## src/pkg/bms_pkg.sv

```systemverilog
// package: constants, types and states of the boot mode selector
package bms_pkg;

    // strap bit positions within the sampled strap vector
    localparam int STRAP_ONE_POS = 0; // async_serial_transmit, strap_pin_one
    localparam int STRAP_TWO_POS = 1; // serial_port_transmit_data, strap_pin_two
    localparam int STRAP_THREE_POS = 2; // spi_slave_select, strap_pin_three
    localparam int STRAP_FOUR_POS = 3; // spi_serial_clock, strap_pin_four

    // pull-up enables per strap: only strap one has one
    localparam logic [3:0] STRAP_PULLUP_EN = 4'h1;

    // entry points of the on-chip memories
    localparam logic [21:0] ENTRY_FLASH = 22'h3f7ff6;
    localparam logic [21:0] ENTRY_SARAM = 22'h3f8000;
    localparam logic [21:0] ENTRY_OTP = 22'h3d7800;
    localparam logic [21:0] ENTRY_NONE = 22'h000000;

    // edges after reset release before the strap synchronisers hold pin levels
    localparam logic [1:0] SETTLE_CYCLES = 2'h2;
    localparam logic [1:0] SETTLE_RESET = 2'h0;
    localparam logic [3:0] STRAP_RESET = 4'h0;

    // boot actions
    typedef enum logic [2:0] {
        BMS_MODE_NONE = 3'h0,
        BMS_MODE_FLASH = 3'h1,
        BMS_MODE_SPI_LOAD = 3'h2,
        BMS_MODE_UART_LOAD = 3'h3,
        BMS_MODE_SARAM = 3'h4,
        BMS_MODE_OTP = 3'h5,
        BMS_MODE_PARALLEL_LOAD = 3'h6
    } bms_mode_type;

    // command handed to the cpu start logic or a loader
    typedef struct packed {
        bms_mode_type mode;
        logic load_external; // a loader pulls code in from outside
        logic [21:0] entry_addr; // branch target, zero for loader modes
    } bms_cmd_type;

    localparam bms_cmd_type CMD_RESET = '{BMS_MODE_NONE, 1'b0, ENTRY_NONE};

    // sequencer states, one-hot
    typedef enum logic [4:0] {
        ST_SETTLE = 5'h01,
        ST_SAMPLE = 5'h02,
        ST_ISSUE = 5'h04,
        ST_RUN = 5'h08,
        ST_EXTERN = 5'h10
    } bms_state_type;

endpackage

```

## src/logic/bms_boot_mode_selector.sv

```systemverilog
// boot mode selector: samples straps after reset and issues one boot action
// Function
// RULE1: every reset, sample four straps, choose mode
// RULE2: strap one high selects flash entry
// RULE3: straps 0,1 select spi loader
// RULE4: straps 0,0,1,1 select uart loader
// RULE5: straps 0,0,1,0 branch to ram entry
// RULE6: straps 0,0,0,1 branch to otp entry
// RULE7: all straps low select parallel loader
// RULE8: pull-up only on strap one
// RULE9: memory modes load no external code
// RULE10: user programs branch at flash entry
// RULE11: board checks spi clock strap side effects
// RULE12: microprocessor mode disables rom, skips decode
// RULE13: sample once, hold mode until started
`timescale 1ns/1ps

module bms_boot_mode_selector (
    input wire logic clk_i,
    input wire logic rst_i,
    input wire logic [3:0] strap_pins_i, // raw strap levels, asynchronous
    input wire logic microprocessor_mode_pin_i, // raw mode pin, asynchronous
    input wire logic boot_ack_i, // selected branch or loader has started
    output logic [3:0] strap_pullup_en_o, // pull-up enable per strap pin
    output logic boot_req_o, // command valid, held until acknowledged
    output bms_pkg::bms_cmd_type boot_cmd_o, // decoded boot command
    output logic rom_disable_o, // boot rom off, vectors fetched externally
    output logic boot_busy_o // selection still in progress
);

    // two-stage synchronisers for the pins
    logic [3:0] strap_meta_q;
    logic [3:0] strap_sync_q;
    logic mp_meta_q;
    logic mp_sync_q;

    // sequencer and captured state
    bms_pkg::bms_state_type state_q;
    bms_pkg::bms_state_type state_d;
    logic [1:0] settle_q;
    logic [3:0] strap_q; // levels captured at the single sample point
    logic mp_q; // mode pin captured at the same point
    bms_pkg::bms_cmd_type cmd_q;

    // decode wires
    logic s_one;
    logic s_two;
    logic s_three;
    logic s_four;
    logic settle_done;
    bms_pkg::bms_mode_type dec_mode;
    logic dec_load;
    logic [21:0] dec_addr;
    bms_pkg::bms_cmd_type dec_cmd;

    // synchronisers: only the second stage is read anywhere
    always_ff @(posedge clk_i or posedge rst_i) begin
        if (rst_i) begin
            strap_meta_q <= bms_pkg::STRAP_RESET;
            strap_sync_q <= bms_pkg::STRAP_RESET;
            mp_meta_q <= 1'b0;
            mp_sync_q <= 1'b0;
        end else begin
            strap_meta_q <= strap_pins_i;
            strap_sync_q <= strap_meta_q;
            mp_meta_q <= microprocessor_mode_pin_i;
            mp_sync_q <= mp_meta_q;
        end
    end

    // strap decode, priority follows strap one down to strap four
    assign s_one = strap_sync_q[bms_pkg::STRAP_ONE_POS];
    assign s_two = strap_sync_q[bms_pkg::STRAP_TWO_POS];
    assign s_three = strap_sync_q[bms_pkg::STRAP_THREE_POS];
    assign s_four = strap_sync_q[bms_pkg::STRAP_FOUR_POS];
    assign dec_mode = s_one ? bms_pkg::BMS_MODE_FLASH : // RULE2
        s_two ? bms_pkg::BMS_MODE_SPI_LOAD : // RULE3
        (s_three && s_four) ? bms_pkg::BMS_MODE_UART_LOAD : // RULE4
        s_three ? bms_pkg::BMS_MODE_SARAM : // RULE5
        s_four ? bms_pkg::BMS_MODE_OTP : // RULE6
        bms_pkg::BMS_MODE_PARALLEL_LOAD; // RULE7
    // memory modes only branch, loaders pull code in
    assign dec_load = (dec_mode == bms_pkg::BMS_MODE_SPI_LOAD) ||
        (dec_mode == bms_pkg::BMS_MODE_UART_LOAD) ||
        (dec_mode == bms_pkg::BMS_MODE_PARALLEL_LOAD); // RULE9
    assign dec_addr = (dec_mode == bms_pkg::BMS_MODE_FLASH) ? bms_pkg::ENTRY_FLASH : // RULE2
        (dec_mode == bms_pkg::BMS_MODE_SARAM) ? bms_pkg::ENTRY_SARAM : // RULE5
        (dec_mode == bms_pkg::BMS_MODE_OTP) ? bms_pkg::ENTRY_OTP : // RULE6
        bms_pkg::ENTRY_NONE;
    assign dec_cmd = '{dec_mode, dec_load, dec_addr};
    assign settle_done = (settle_q == bms_pkg::SETTLE_CYCLES);

    // sequencer next state
    always_comb begin
        state_d = state_q;
        case (state_q)
            // wait until the synchronisers carry real pin levels
            bms_pkg::ST_SETTLE: begin
                if (settle_done) begin
                    state_d = bms_pkg::ST_SAMPLE; // RULE1
                end
            end
            // single sample point; mode pin high skips decode entirely
            bms_pkg::ST_SAMPLE: begin
                if (mp_sync_q) begin
                    state_d = bms_pkg::ST_EXTERN; // RULE12
                end else begin
                    state_d = bms_pkg::ST_ISSUE;
                end
            end
            // hold the request until the target reports it has started
            bms_pkg::ST_ISSUE: begin
                if (boot_ack_i) begin
                    state_d = bms_pkg::ST_RUN; // RULE13
                end
            end
            // terminal states, left only by reset
            bms_pkg::ST_RUN: begin
                state_d = bms_pkg::ST_RUN;
            end
            bms_pkg::ST_EXTERN: begin
                state_d = bms_pkg::ST_EXTERN;
            end
            default: begin
                state_d = bms_pkg::ST_SETTLE;
            end
        endcase
    end

    // sequencer state and settle counter
    always_ff @(posedge clk_i or posedge rst_i) begin
        if (rst_i) begin
            state_q <= bms_pkg::ST_SETTLE;
            settle_q <= bms_pkg::SETTLE_RESET;
        end else begin
            state_q <= state_d;
            if (!settle_done) begin
                settle_q <= settle_q + 2'h1;
            end
        end
    end

    // capture once per reset; never rewritten afterwards so the mode is stable
    always_ff @(posedge clk_i or posedge rst_i) begin
        if (rst_i) begin
            strap_q <= bms_pkg::STRAP_RESET;
            mp_q <= 1'b0;
            cmd_q <= bms_pkg::CMD_RESET;
        end else if (state_q == bms_pkg::ST_SAMPLE) begin
            strap_q <= strap_sync_q; // RULE1
            mp_q <= mp_sync_q; // RULE12
            if (!mp_sync_q) begin
                cmd_q <= dec_cmd; // RULE13
            end
        end
    end

    // outputs
    assign strap_pullup_en_o = bms_pkg::STRAP_PULLUP_EN; // RULE8
    assign boot_req_o = (state_q == bms_pkg::ST_ISSUE);
    assign boot_cmd_o = cmd_q;
    assign rom_disable_o = mp_q; // RULE12
    // busy until a terminal state is reached
    assign boot_busy_o = (state_q != bms_pkg::ST_RUN) && (state_q != bms_pkg::ST_EXTERN);

    localparam int SETTLE_MIN = 1;
    localparam int SETTLE_MAX = 4;
endmodule

```

## config.mk

```make
export PLATFORM = sky130hd
export DESIGN_NAME = bms_boot_mode_selector
export DESIGN_NICKNAME = d
export VERILOG_FILES = /design/src/pkg/bms_pkg.sv /design/src/logic/bms_boot_mode_selector.sv
export SDC_FILE = /design/constraint.sdc
export NUM_CORES = 1
export LEC_CHECK = 0
export ABC_AREA = 1
export BUFFER_PORTS_ARGS = -buffer_cell sky130_fd_sc_hd__buf_2
export CORE_MARGIN = 2
export CORE_UTILIZATION = 53
export CTS_CLUSTER_DIAMETER = 40
export DETAILED_ROUTE_END_ITERATION = 10
export GPL_TIMING_DRIVEN = 0
export PLACE_DENSITY = 0.83
export SLEW_MARGIN = 20
export SYNTH_ARGS = -nofsm -noshare
export SYNTH_HDL_FRONTEND = slang
export SYNTH_SLANG_ARGS = --single-unit
```

## constraint.sdc

```tcl
create_clock -name clk_i -period 3.08 [get_ports clk_i]
set_input_delay 0.308 -clock clk_i [delete_from_list [all_inputs] [get_ports clk_i]]
set_output_delay 0.308 -clock clk_i [all_outputs]
set_load 0.02 [all_outputs]
```

==> flow_metrics.py, run 1 <==
metrics = {
    "outcome": {
        "status": "completed",
    },
    "place": {
        "post-dp-hpwl_mm": 1.62,
        "postPlaceCellArea_um2": 1500,
        "io_buffers": 34,
        "gp_congestion": 0.826,
    },
    "setup_path": {
        "critPathCaptureType": "output port",
        "r2r-start": "strap_sync_q[3]",
        "reg2reg_to": "boot_cmd_o[17]",
        "cp_max_fo": 4,
        "reg2reg_setup_slack_ns": 1.75,
        "cp.required_ns": 2.77,
        "r2r_cells": 7,
        "critPathKind": "reg2out",
        "start_kind": "flop",
        "arrival_ns": 1.48,
    },
    "synthesis": {
        "synthFlopType": "dfrtp_1",
        "yosys.area.top_type": "dfrtp_1",
        "synth_top_area_share_pct": 50.7,
        "synth_area_leaders": "dfrtp_1 (51%), buf_4 (12%), nand2_1 (11%)",
        "ys_types": 24,
        "async_reset_ff_share_pct": 100,
        "ys_top_cells_by_count": "nand2_1 (36), dfrtp_1 (26), buf_4 (21), inv_1 (14), nor2_1 (7)",
        "synth.most_common_cell": "nand2_1",
        "avgSynthCellArea_um2": 9.36,
        "syn_inst": 137,
        "synth_edf_count": 0,
        "yosysSeqAreaShare_pct": 52.8,
        "yosys_warnings": 0,
        "synth_seq_cells": 27,
        "syn-cell-area_um2": 1280,
    },
    "sta": {
        "max_freq_mhz": 561,
        "drv_slew": 0,
        "rsz0062_at_grt": "no",
        "fin_crit_sh_pct": 57.9,
        "skew_ns": 0.00485,
        "finalSetupViolCount": 0,
        "slew_headroom_pct": 39.9,
        "tns_ns": 0,
        "tightest_slew_ns": 0.895,
        "min_period_ns": 1.78,
        "finalHoldViolations": 0,
    },
    "cts": {
        "cts_buffer_depth": 2,
        "post_cts.repair.setup_buffers": 0,
        "numCtsBuffers": 3,
        "cts_tree": "built",
        "path_clk_slew_ns": 0.14,
        "htree_levels": 1,
        "cts_resized": 0,
        "ctsHoldBuffers": 0,
        "ctsRootBufferMaster": "clkbuf_4",
        "cts.sinks": 27,
        "clock_latency_ns": 0.31,
    },
    "floorplan": {
        "start_util_pct": 56.9,
        "rows": 17,
        "io_pins": 41,
        "core_um2": 2250,
        "fp.dieH_um": 53.2,
        "die_area_um2": 2830,
        "die_w_um": 53.2,
    },
    "final_layout": {
        "layout-drive-gt1-share_pct": 40.8,
        "layout.nets": 190,
        "fin_util_pct": 67.9,
        "n_fill_cell": 187,
        "diodes": 0,
        "area_growth_pct": 19.3,
        "multiInputGateArea_um2": 395,
        "design_area_um2": 1530,
        "register_area_um2": 677,
    },
    "detailed_routing": {
        "drtIter0Drc": 6,
        "drc": 0,
        "vias": 933,
        "drt-pass1-iter-count": 4,
        "wire_per_inst_um": 9.80,
        "routed_wirelength_mm": 2.03,
        "ant_nets": 0,
        "viasPerCell": 4.51,
    },
    "pwr": {
        "ir_drop_v": 0.000504,
        "p_leak_nw": 0.902,
        "p_per_area_nw_per_um2": 911,
    },
    "grt": {
        "grt_remaining_overflow": 0,
        "grt_pass1_wl_mm": 3.16,
        "grt_pass1_vias": 811,
        "antenna_found_initial": 0,
        "grt_usage_pct": 15.4,
        "grt_start_max_net_pins": 28,
    },
    "run": {
        "maxCapViolations": 0,
    },
    "worst_hold_path": {
        "hp-class": "in2async",
    },
}
final cells by class:
type	count	share of cell area, %
Buffer	22	11.0
Clock buffer	3	1.47
Clock inverter	1	0.327
Inverter	15	3.68
Multi-Input combinational cell	77	25.8
Sequential cell	27	44.2
Tap cell	28	2.29
Timing Repair Buffer	34	11.1
worst max-delay path: stages (launching register included):
cell	delay (ns)
dfstp_2	0.58
inv_1	0.08
nand4_1	0.15
a21boi_0	0.18
buf_2	0.18
metal layers:
metal	GRT usage, %	part of all wire, %	vias up
met2	29.6	52	33
met3	1.69	6.5	2
met5	0	0	-
met4	6.41	0.64	0
li1	-	-	475
met1	16.9	41	423
power by group:
group | leakage [nW] | internal, mW | switching, mW
Combinational | 0.552 | 0.298 | 0.431
Sequential | 0.333 | 0.445 | 0.0738
Clock | 0.0177 | 0.0485 | 0.0984
Total | 0.902 | 0.791 | 0.604
how the worst max path moves through the flow:
| stage | startpoint | to | slack, ns |
|---|---|---|---|
| after floorplan | state_q[0] | boot_busy_o | 1.53 |
| after global placement | state_q[0] | boot_busy_o | 1.68 |
| after detailed placement | state_q[0] | boot_busy_o | 1.67 |
| after CTS | state_q[0] | boot_busy_o | 1.30 |
| after global routing | state_q[0] | boot_busy_o | 1.24 |
| final | state_q[0] | boot_busy_o | 1.30 |
cells in the final DEF, fill, tap and decap left out, types with 2 or more instances in the layout:
cell type  netlist  layout
nor2_2           2       2
dfrtp_1         26      26
buf_2            0      34
nor2_1           7       7
o21ai_0          3       3
inv_1           14      13
nand3_1          3       3
nand2_1         36      36
nand3b_1         2       2
o21ai_2          5       5
conb_1           2       6
nand4_1          2       2
nor2_4           2       2
clkbuf_4         0       3
ha_1             2       2
buf_4           21      21
registers in the layout (all words and copies together), names as in the netlist:
register,count
boot_cmd_o,9
state_q,5
strap_meta_q,4
strap_sync_q,4
settle_q,2
mp_meta_q,1
mp_sync_q,1
rom_disable_o,1
per-stage QoR:
stage                     hold WS, ns  total power [mW]  std cells  setup WS [ns]
after floorplan                 0.331              1.06        141           1.53
after global placement          0.331              1.23        203           1.68
after detailed placement        0.335              1.26        203           1.67
after CTS                      0.0717              1.41        207           1.30
after global routing           0.0634              1.49        207           1.24
final                          0.0496              1.39        207           1.30
logic make-up after synthesis:
family | Yosys count | share of synthesized area [%]
adders and majority gates | 2 | 1.95
xor gates and xnor gates | 1 | 0.683
DFF | 27 | 52.8
buffers and inverters | 37 | 17.6
AOI/OAI and AO/OA | 10 | 5.56
other | 2 | 0.586
and+or+nand+nor | 58 | 20.9
(Power assumes the default switching activity.)
==> run 2, diff against run 1 <==
--- a/config.mk
+++ b/config.mk
@@ -8,11 +8,11 @@
 export ABC_AREA = 1
 export BUFFER_PORTS_ARGS = -buffer_cell sky130_fd_sc_hd__buf_2
 export CORE_MARGIN = 2
-export CORE_UTILIZATION = 53
+export CORE_UTILIZATION = 49
 export CTS_CLUSTER_DIAMETER = 40
 export DETAILED_ROUTE_END_ITERATION = 10
 export GPL_TIMING_DRIVEN = 0
-export PLACE_DENSITY = 0.83
+export PLACE_DENSITY = 0.77
 export SLEW_MARGIN = 20
 export SYNTH_ARGS = -nofsm -noshare
 export SYNTH_HDL_FRONTEND = slang
==> constraint.sdc (replaced) <==
create_clock -name clk_i -period 1.9 [get_ports clk_i]
set_input_delay 0.19 -clock clk_i [delete_from_list [all_inputs] [get_ports clk_i]]
set_output_delay 0.19 -clock clk_i [all_outputs]
set_load 0.02 [all_outputs]
==> flow_metrics.py, run 2 (synthesis gave the netlist of run 1 again) <==
metrics = {
    "setup_path": {
        "critPathKind": "reg2out",
        "arrival_ns": 1.47,
        "cp.depth": 4,
        "cp_max_fo": 4,
        "r2r_cells": 7,
        "critPathCaptureType": "output port",
        "r2r-start": "strap_sync_q[3]",
        "cp_top_family": "flip-flops",
        "critPathBufInv": 2,
        "cpPeakStageDelay_ns": 0.58,
        "crit_start": "state_q[0]",
        "crit_chain": "inv_1, nand4_1, a21boi_0, buf_2",
        "cp_slowest_cell": "dfstp_2",
        "cp.required_ns": 1.71,
        "start_kind": "flop",
    },
    "sta": {
        "rsz0062_at_grt": "no",
        "finalHoldViolations": 0,
        "min_period_ns": 1.66,
        "drv_slew": 0,
        "finalSetupViolCount": 0,
        "setup_ws_ns": 0.241,
        "max_freq_mhz": 603,
        "fin_crit_sh_pct": 87.3,
        "slew_headroom_pct": 35.5,
        "skew_ns": 0.00968,
        "tightest_slew_ns": 0.966,
        "tns_ns": 0,
    },
    "final_layout": {
        "layout.nets": 195,
        "multiInputGateArea_um2": 395,
        "diodes": 0,
        "fin_util_pct": 63.9,
        "n_fill_cell": 217,
        "register_area_um2": 677,
        "layout-drive-gt1-share_pct": 39.7,
        "largest_reg_flops": 9,
        "final_common_cell": "nand2_1",
        "layout_common_cells": "nand2_1 (36), buf_2 (34), dfrtp_1 (26)",
        "area_growth_pct": 23.4,
    },
    "grt": {
        "busiest_layer": "met2",
        "antenna_found_initial": 0,
        "grt_pass1_wl_mm": 3.26,
        "grt_remaining_overflow": 0,
        "grt_pass1_vias": 864,
        "grt_start_max_net_pins": 28,
        "use_met1_pct": 15.7,
        "grtUsageMet3_pct": 2.42,
        "grt_usage_pct": 15.0,
        "grtUsageMet2_pct": 28.8,
    },
    "floorplan": {
        "io_pins": 41,
        "die_w_um": 55.2,
        "core_um2": 2480,
        "fp.dieH_um": 55.2,
        "die_area_um2": 3040,
        "rows": 18,
        "start_util_pct": 51.8,
    },
    "detailed_routing": {
        "ant_nets": 0,
        "routed_wirelength_mm": 2.02,
        "drtIter0Drc": 10,
        "viasPerCell": 4.68,
        "drc": 0,
        "wire_per_inst_um": 9.46,
        "vias": 1001,
        "drt-pass1-iter-count": 4,
    },
    "pwr": {
        "ir_drop_v": 0.00111,
        "p_leak_nw": 0.927,
        "total_power_mw": 2.25,
        "p_per_area_nw_per_um2": 1420,
    },
    "cts": {
        "ctsRootBufferMaster": "clkbuf_4",
        "cts_resized": 0,
        "cts_tree": "built",
        "cts.sinks": 27,
        "path_clk_slew_ns": 0.14,
        "clock_latency_ns": 0.31,
        "htree_levels": 1,
        "cts_buffer_depth": 2,
        "numCtsBuffers": 3,
    },
    "run": {
        "maxCapViolations": 0,
    },
    "place": {
        "post-dp-hpwl_mm": 1.61,
        "gp_congestion": 0.807,
        "io_buffers": 34,
        "dp_slack_ns": 0.600,
    },
    "worst_hold_path": {
        "hp-class": "in2async",
    },
    "outcome": {
        "status": "completed",
    },
}
[run 2: changes by cell type in the layout (fill, tap and decap cells not counted)]
cell	previous run	this run
clkinv_1	1	0
dlygate4sd3_1	0	5
inv_1	13	14
[run 2: final timing paths]
check	endpoint	slack, ns
max reg2reg	boot_cmd_o[17]	0.57
max in group asynchronous	boot_cmd_o[17]	1.24
min reg2reg	strap_sync_q[0]	0.36
min	settle_q[0]	0.07
max	boot_busy_o	0.24
min in group clk_i	state_q[2]	0.17
[run 2: report_power, final]
group          leakage (nW)  switching [mW]  total (mW)  internal [mW]
sequential            0.333           0.116       0.837          0.721
clock                0.0177           0.160       0.238         0.0786
combinational         0.576           0.689        1.18          0.489
[run 2: area by class of cell]
type	instances	area share, %
Buffer	22	10.7
Inverter	15	3.56
Clock buffer	3	1.42
Multi-Input combinational cell	77	25.0
Timing Repair Buffer	39	13.9
Tap cell	30	2.37
Clock inverter	1	0.316
Sequential cell	27	42.8
[run 2: repair_timing]
| item | CTS | global route |
|---|---|---|
| endpoints found under the setup margin | 0 | 0 |
| endpoints found under the hold margin | 5 | 0 |
| hold buffers | 5 | 0 |
| setup buffers | 0 | 0 |
[run 2: metal layers]
| layer | up-vias | wire length (um) |
|---|---|---|
| met5 | - | 0 |
| met4 | 0 | 31 |
| met3 | 4 | 180 |
| met2 | 42 | 983 |
| met1 | 462 | 828 |
| li1 | 493 | - |
[run 2: metrics by stage]
stage	cells	instance area (um^2)	hold slack (ns)
finish	214	1580	0.0663
global placement	205	1510	0.298
detailed placement	205	1510	0.299
global route	214	1580	0.136
CTS	214	1580	0.102
floorplan	141	1300	0.221
==> run 3, diff against run 2 <==
--- a/config.mk
+++ b/config.mk
@@ -7,12 +7,15 @@
 export LEC_CHECK = 0
 export ABC_AREA = 1
 export BUFFER_PORTS_ARGS = -buffer_cell sky130_fd_sc_hd__buf_2
+export CELL_PAD_IN_SITES_DETAIL_PLACEMENT = 1
+export CELL_PAD_IN_SITES_GLOBAL_PLACEMENT = 1
 export CORE_MARGIN = 2
-export CORE_UTILIZATION = 49
+export CORE_UTILIZATION = 36
 export CTS_CLUSTER_DIAMETER = 40
 export DETAILED_ROUTE_END_ITERATION = 10
 export GPL_TIMING_DRIVEN = 0
-export PLACE_DENSITY = 0.77
+export PLACE_DENSITY_LB_ADDON = 0.1
+export SETUP_SLACK_MARGIN = 0.5
 export SLEW_MARGIN = 20
 export SYNTH_ARGS = -nofsm -noshare
 export SYNTH_HDL_FRONTEND = slang
==> flow_metrics.py, run 3 (synthesis gave the netlist of run 1 again) <==
metrics = {
    "setup_path": {
        "start_kind": "flop",
        "critPathKind": "reg2out",
        "reg2reg_to": "boot_cmd_o[17]",
        "critPathCaptureType": "output port",
        "reg2reg_setup_slack_ns": 0.60,
        "r2r_cells": 8,
        "cp_max_fo": 4,
        "arrival_ns": 1.36,
        "r2r-start": "state_q[3]",
        "cp.required_ns": 1.71,
    },
    "worst_hold_path": {
        "hold_end": "state_q[2]",
        "hp-start": "boot_ack_i",
        "hp-class": "in2reg",
        "whs_path_depth": 3,
    },
    "floorplan": {
        "die_area_um2": 4060,
        "rows": 21,
        "start_util_pct": 37.8,
        "io_pins": 41,
        "die_w_um": 63.7,
        "core_um2": 3390,
        "fp.dieH_um": 63.7,
    },
    "pwr": {
        "p_sw_mw": 1.05,
        "pwr-share-clk_pct": 9.9,
        "internal_power_mw": 1.38,
        "p_per_area_nw_per_um2": 1420,
        "ir_drop_v": 0.000500,
        "p_sw_share_pct": 43.4,
        "combPwrFrac_pct": 55.2,
        "pwr-share-seq_pct": 35.0,
        "p_leak_nw": 0.964,
    },
    "detailed_routing": {
        "drt-pass1-iter-count": 3,
        "ant_nets": 0,
        "viasPerCell": 4.29,
        "drtIter0Drc": 23,
        "drc": 0,
        "vias": 1021,
        "wire_per_inst_um": 10.9,
        "routed_wirelength_mm": 2.58,
    },
    "cts": {
        "path_clk_slew_ns": 0.13,
        "cts_buffer_depth": 2,
        "ctsRootBufferMaster": "clkbuf_4",
        "cts_tree": "built",
        "cts.sinks": 27,
        "clock_latency_ns": 0.32,
        "numCtsBuffers": 3,
        "htree_levels": 1,
    },
    "sta": {
        "slew_headroom_pct": 38.3,
        "finalHoldViolations": 0,
        "min_period_ns": 1.55,
        "tns_ns": 0,
        "finalSetupViolCount": 0,
        "drv_slew": 0,
        "fin_crit_sh_pct": 81.5,
        "skew_ns": 0.00212,
        "rsz0062_at_grt": "yes",
        "max_freq_mhz": 646,
        "tightest_slew_ns": 0.920,
    },
    "final_layout": {
        "diodes": 0,
        "n_fill_cell": 409,
        "layout-drive-gt1-share_pct": 45.3,
        "final_common_cell": "nand2_1",
        "layout_common_cells": "nand2_1 (34), buf_2 (33), buf_4 (29)",
        "area_growth_pct": 33.2,
        "register_area_um2": 678,
        "layout.nets": 203,
        "multiInputGateArea_um2": 433,
        "largest_reg_flops": 9,
        "design_area_um2": 1710,
    },
    "outcome": {
        "status": "completed",
    },
    "place": {
        "gp_congestion": 0.767,
        "postPlaceCellArea_um2": 1530,
        "io_buffers": 34,
        "post-dp-hpwl_mm": 1.98,
    },
    "grt": {
        "grt_pass1_vias": 1087,
        "grt_usage_pct": 14.1,
        "antenna_found_initial": 0,
        "grt_start_max_net_pins": 28,
        "grt_pass1_wl_mm": 4.55,
        "grt_remaining_overflow": 0,
    },
    "run": {
        "maxCapViolations": 0,
    },
}
[run 3: changes by cell type in the layout (fill, tap and decap cells not counted), moves of 2 or more]
cell / previous run / this run
buf_4: 21 / 29
nand2_1: 36 / 34
inv_1: 14 / 12
nor2_4: 2 / 4
[run 3: through the flow]
| step | hold slack, ns | setup WS (ns) | cells | total power [mW] | utilization, % |
|---|---|---|---|---|---|
| after CTS | 0.112 | 0.358 | 234 | 2.38 | 48.5 |
| after global placement | 0.298 | 0.603 | 221 | 2.02 | 45.0 |
| final | 0.193 | 0.351 | 238 | 2.43 | 50.4 |
| after detailed placement | 0.300 | 0.548 | 221 | 2.07 | 45.0 |
| after global routing | 0.213 | 0.292 | 238 | 2.62 | 50.4 |
| after floorplan | 0.221 | 0.554 | 141 | 1.72 | - |
[run 3: area by class of cell]
class                           count  share of cell area (%)
Multi-Input combinational cell     77                    25.3
Sequential cell                    27                    39.7
Inverter                           15                    3.44
Clock buffer                        4                    1.54
Buffer                             22                    9.89
Timing Repair Buffer               47                    16.7
Tap cell                           46                    3.37
[run 3: layer usage]
metal	wire [um]	track usage (%)
met1	1050	15.7
met2	1340	25.4
met5	0	0
met4	42	7.34
met3	150	2.68
[run 3: how the worst max path moves through the flow]
stage,start,to,slack (ns),depth (start not counted)
after CTS,state_q[2],boot_busy_o,0.36,4
after global routing,state_q[1],boot_busy_o,0.29,4
after floorplan,state_q[1],boot_req_o,0.55,3
final,state_q[0],boot_busy_o,0.35,4
after detailed placement,strap_sync_q[2],boot_cmd_o[17],0.55,7
after global placement,strap_sync_q[3],boot_cmd_o[17],0.60,7
[run 3: timing repair]
action / CTS / global route
setup buffers: 4 / 3
gates resized for setup: 5 / 8
hold endpoints to repair: 5 / 26
hold buffers: 5 / 1
pin swaps: 3 / 3
endpoints found under the setup margin: 2 / 17
cloned: 0 / 0
[run 3: power by group through the flow]
| stage | logic, mW | registers [mW] | clock network [mW] |
|---|---|---|---|
| floorplan | 0.772 | 0.951 | 0 |
| global placement | 1.17 | 0.843 | 0 |
| detailed placement | 1.22 | 0.858 | 0 |
| CTS | 1.28 | 0.840 | 0.257 |
| global route | 1.48 | 0.867 | 0.276 |
| finish | 1.34 | 0.849 | 0.240 |
[run 3: worst max-delay path, cell delays in order, from the launching register on]
cell,delay [ns]
dfstp_2,0.58
inv_4,0.05
nand4_1,0.10
a21boi_2,0.17
buf_4,0.15
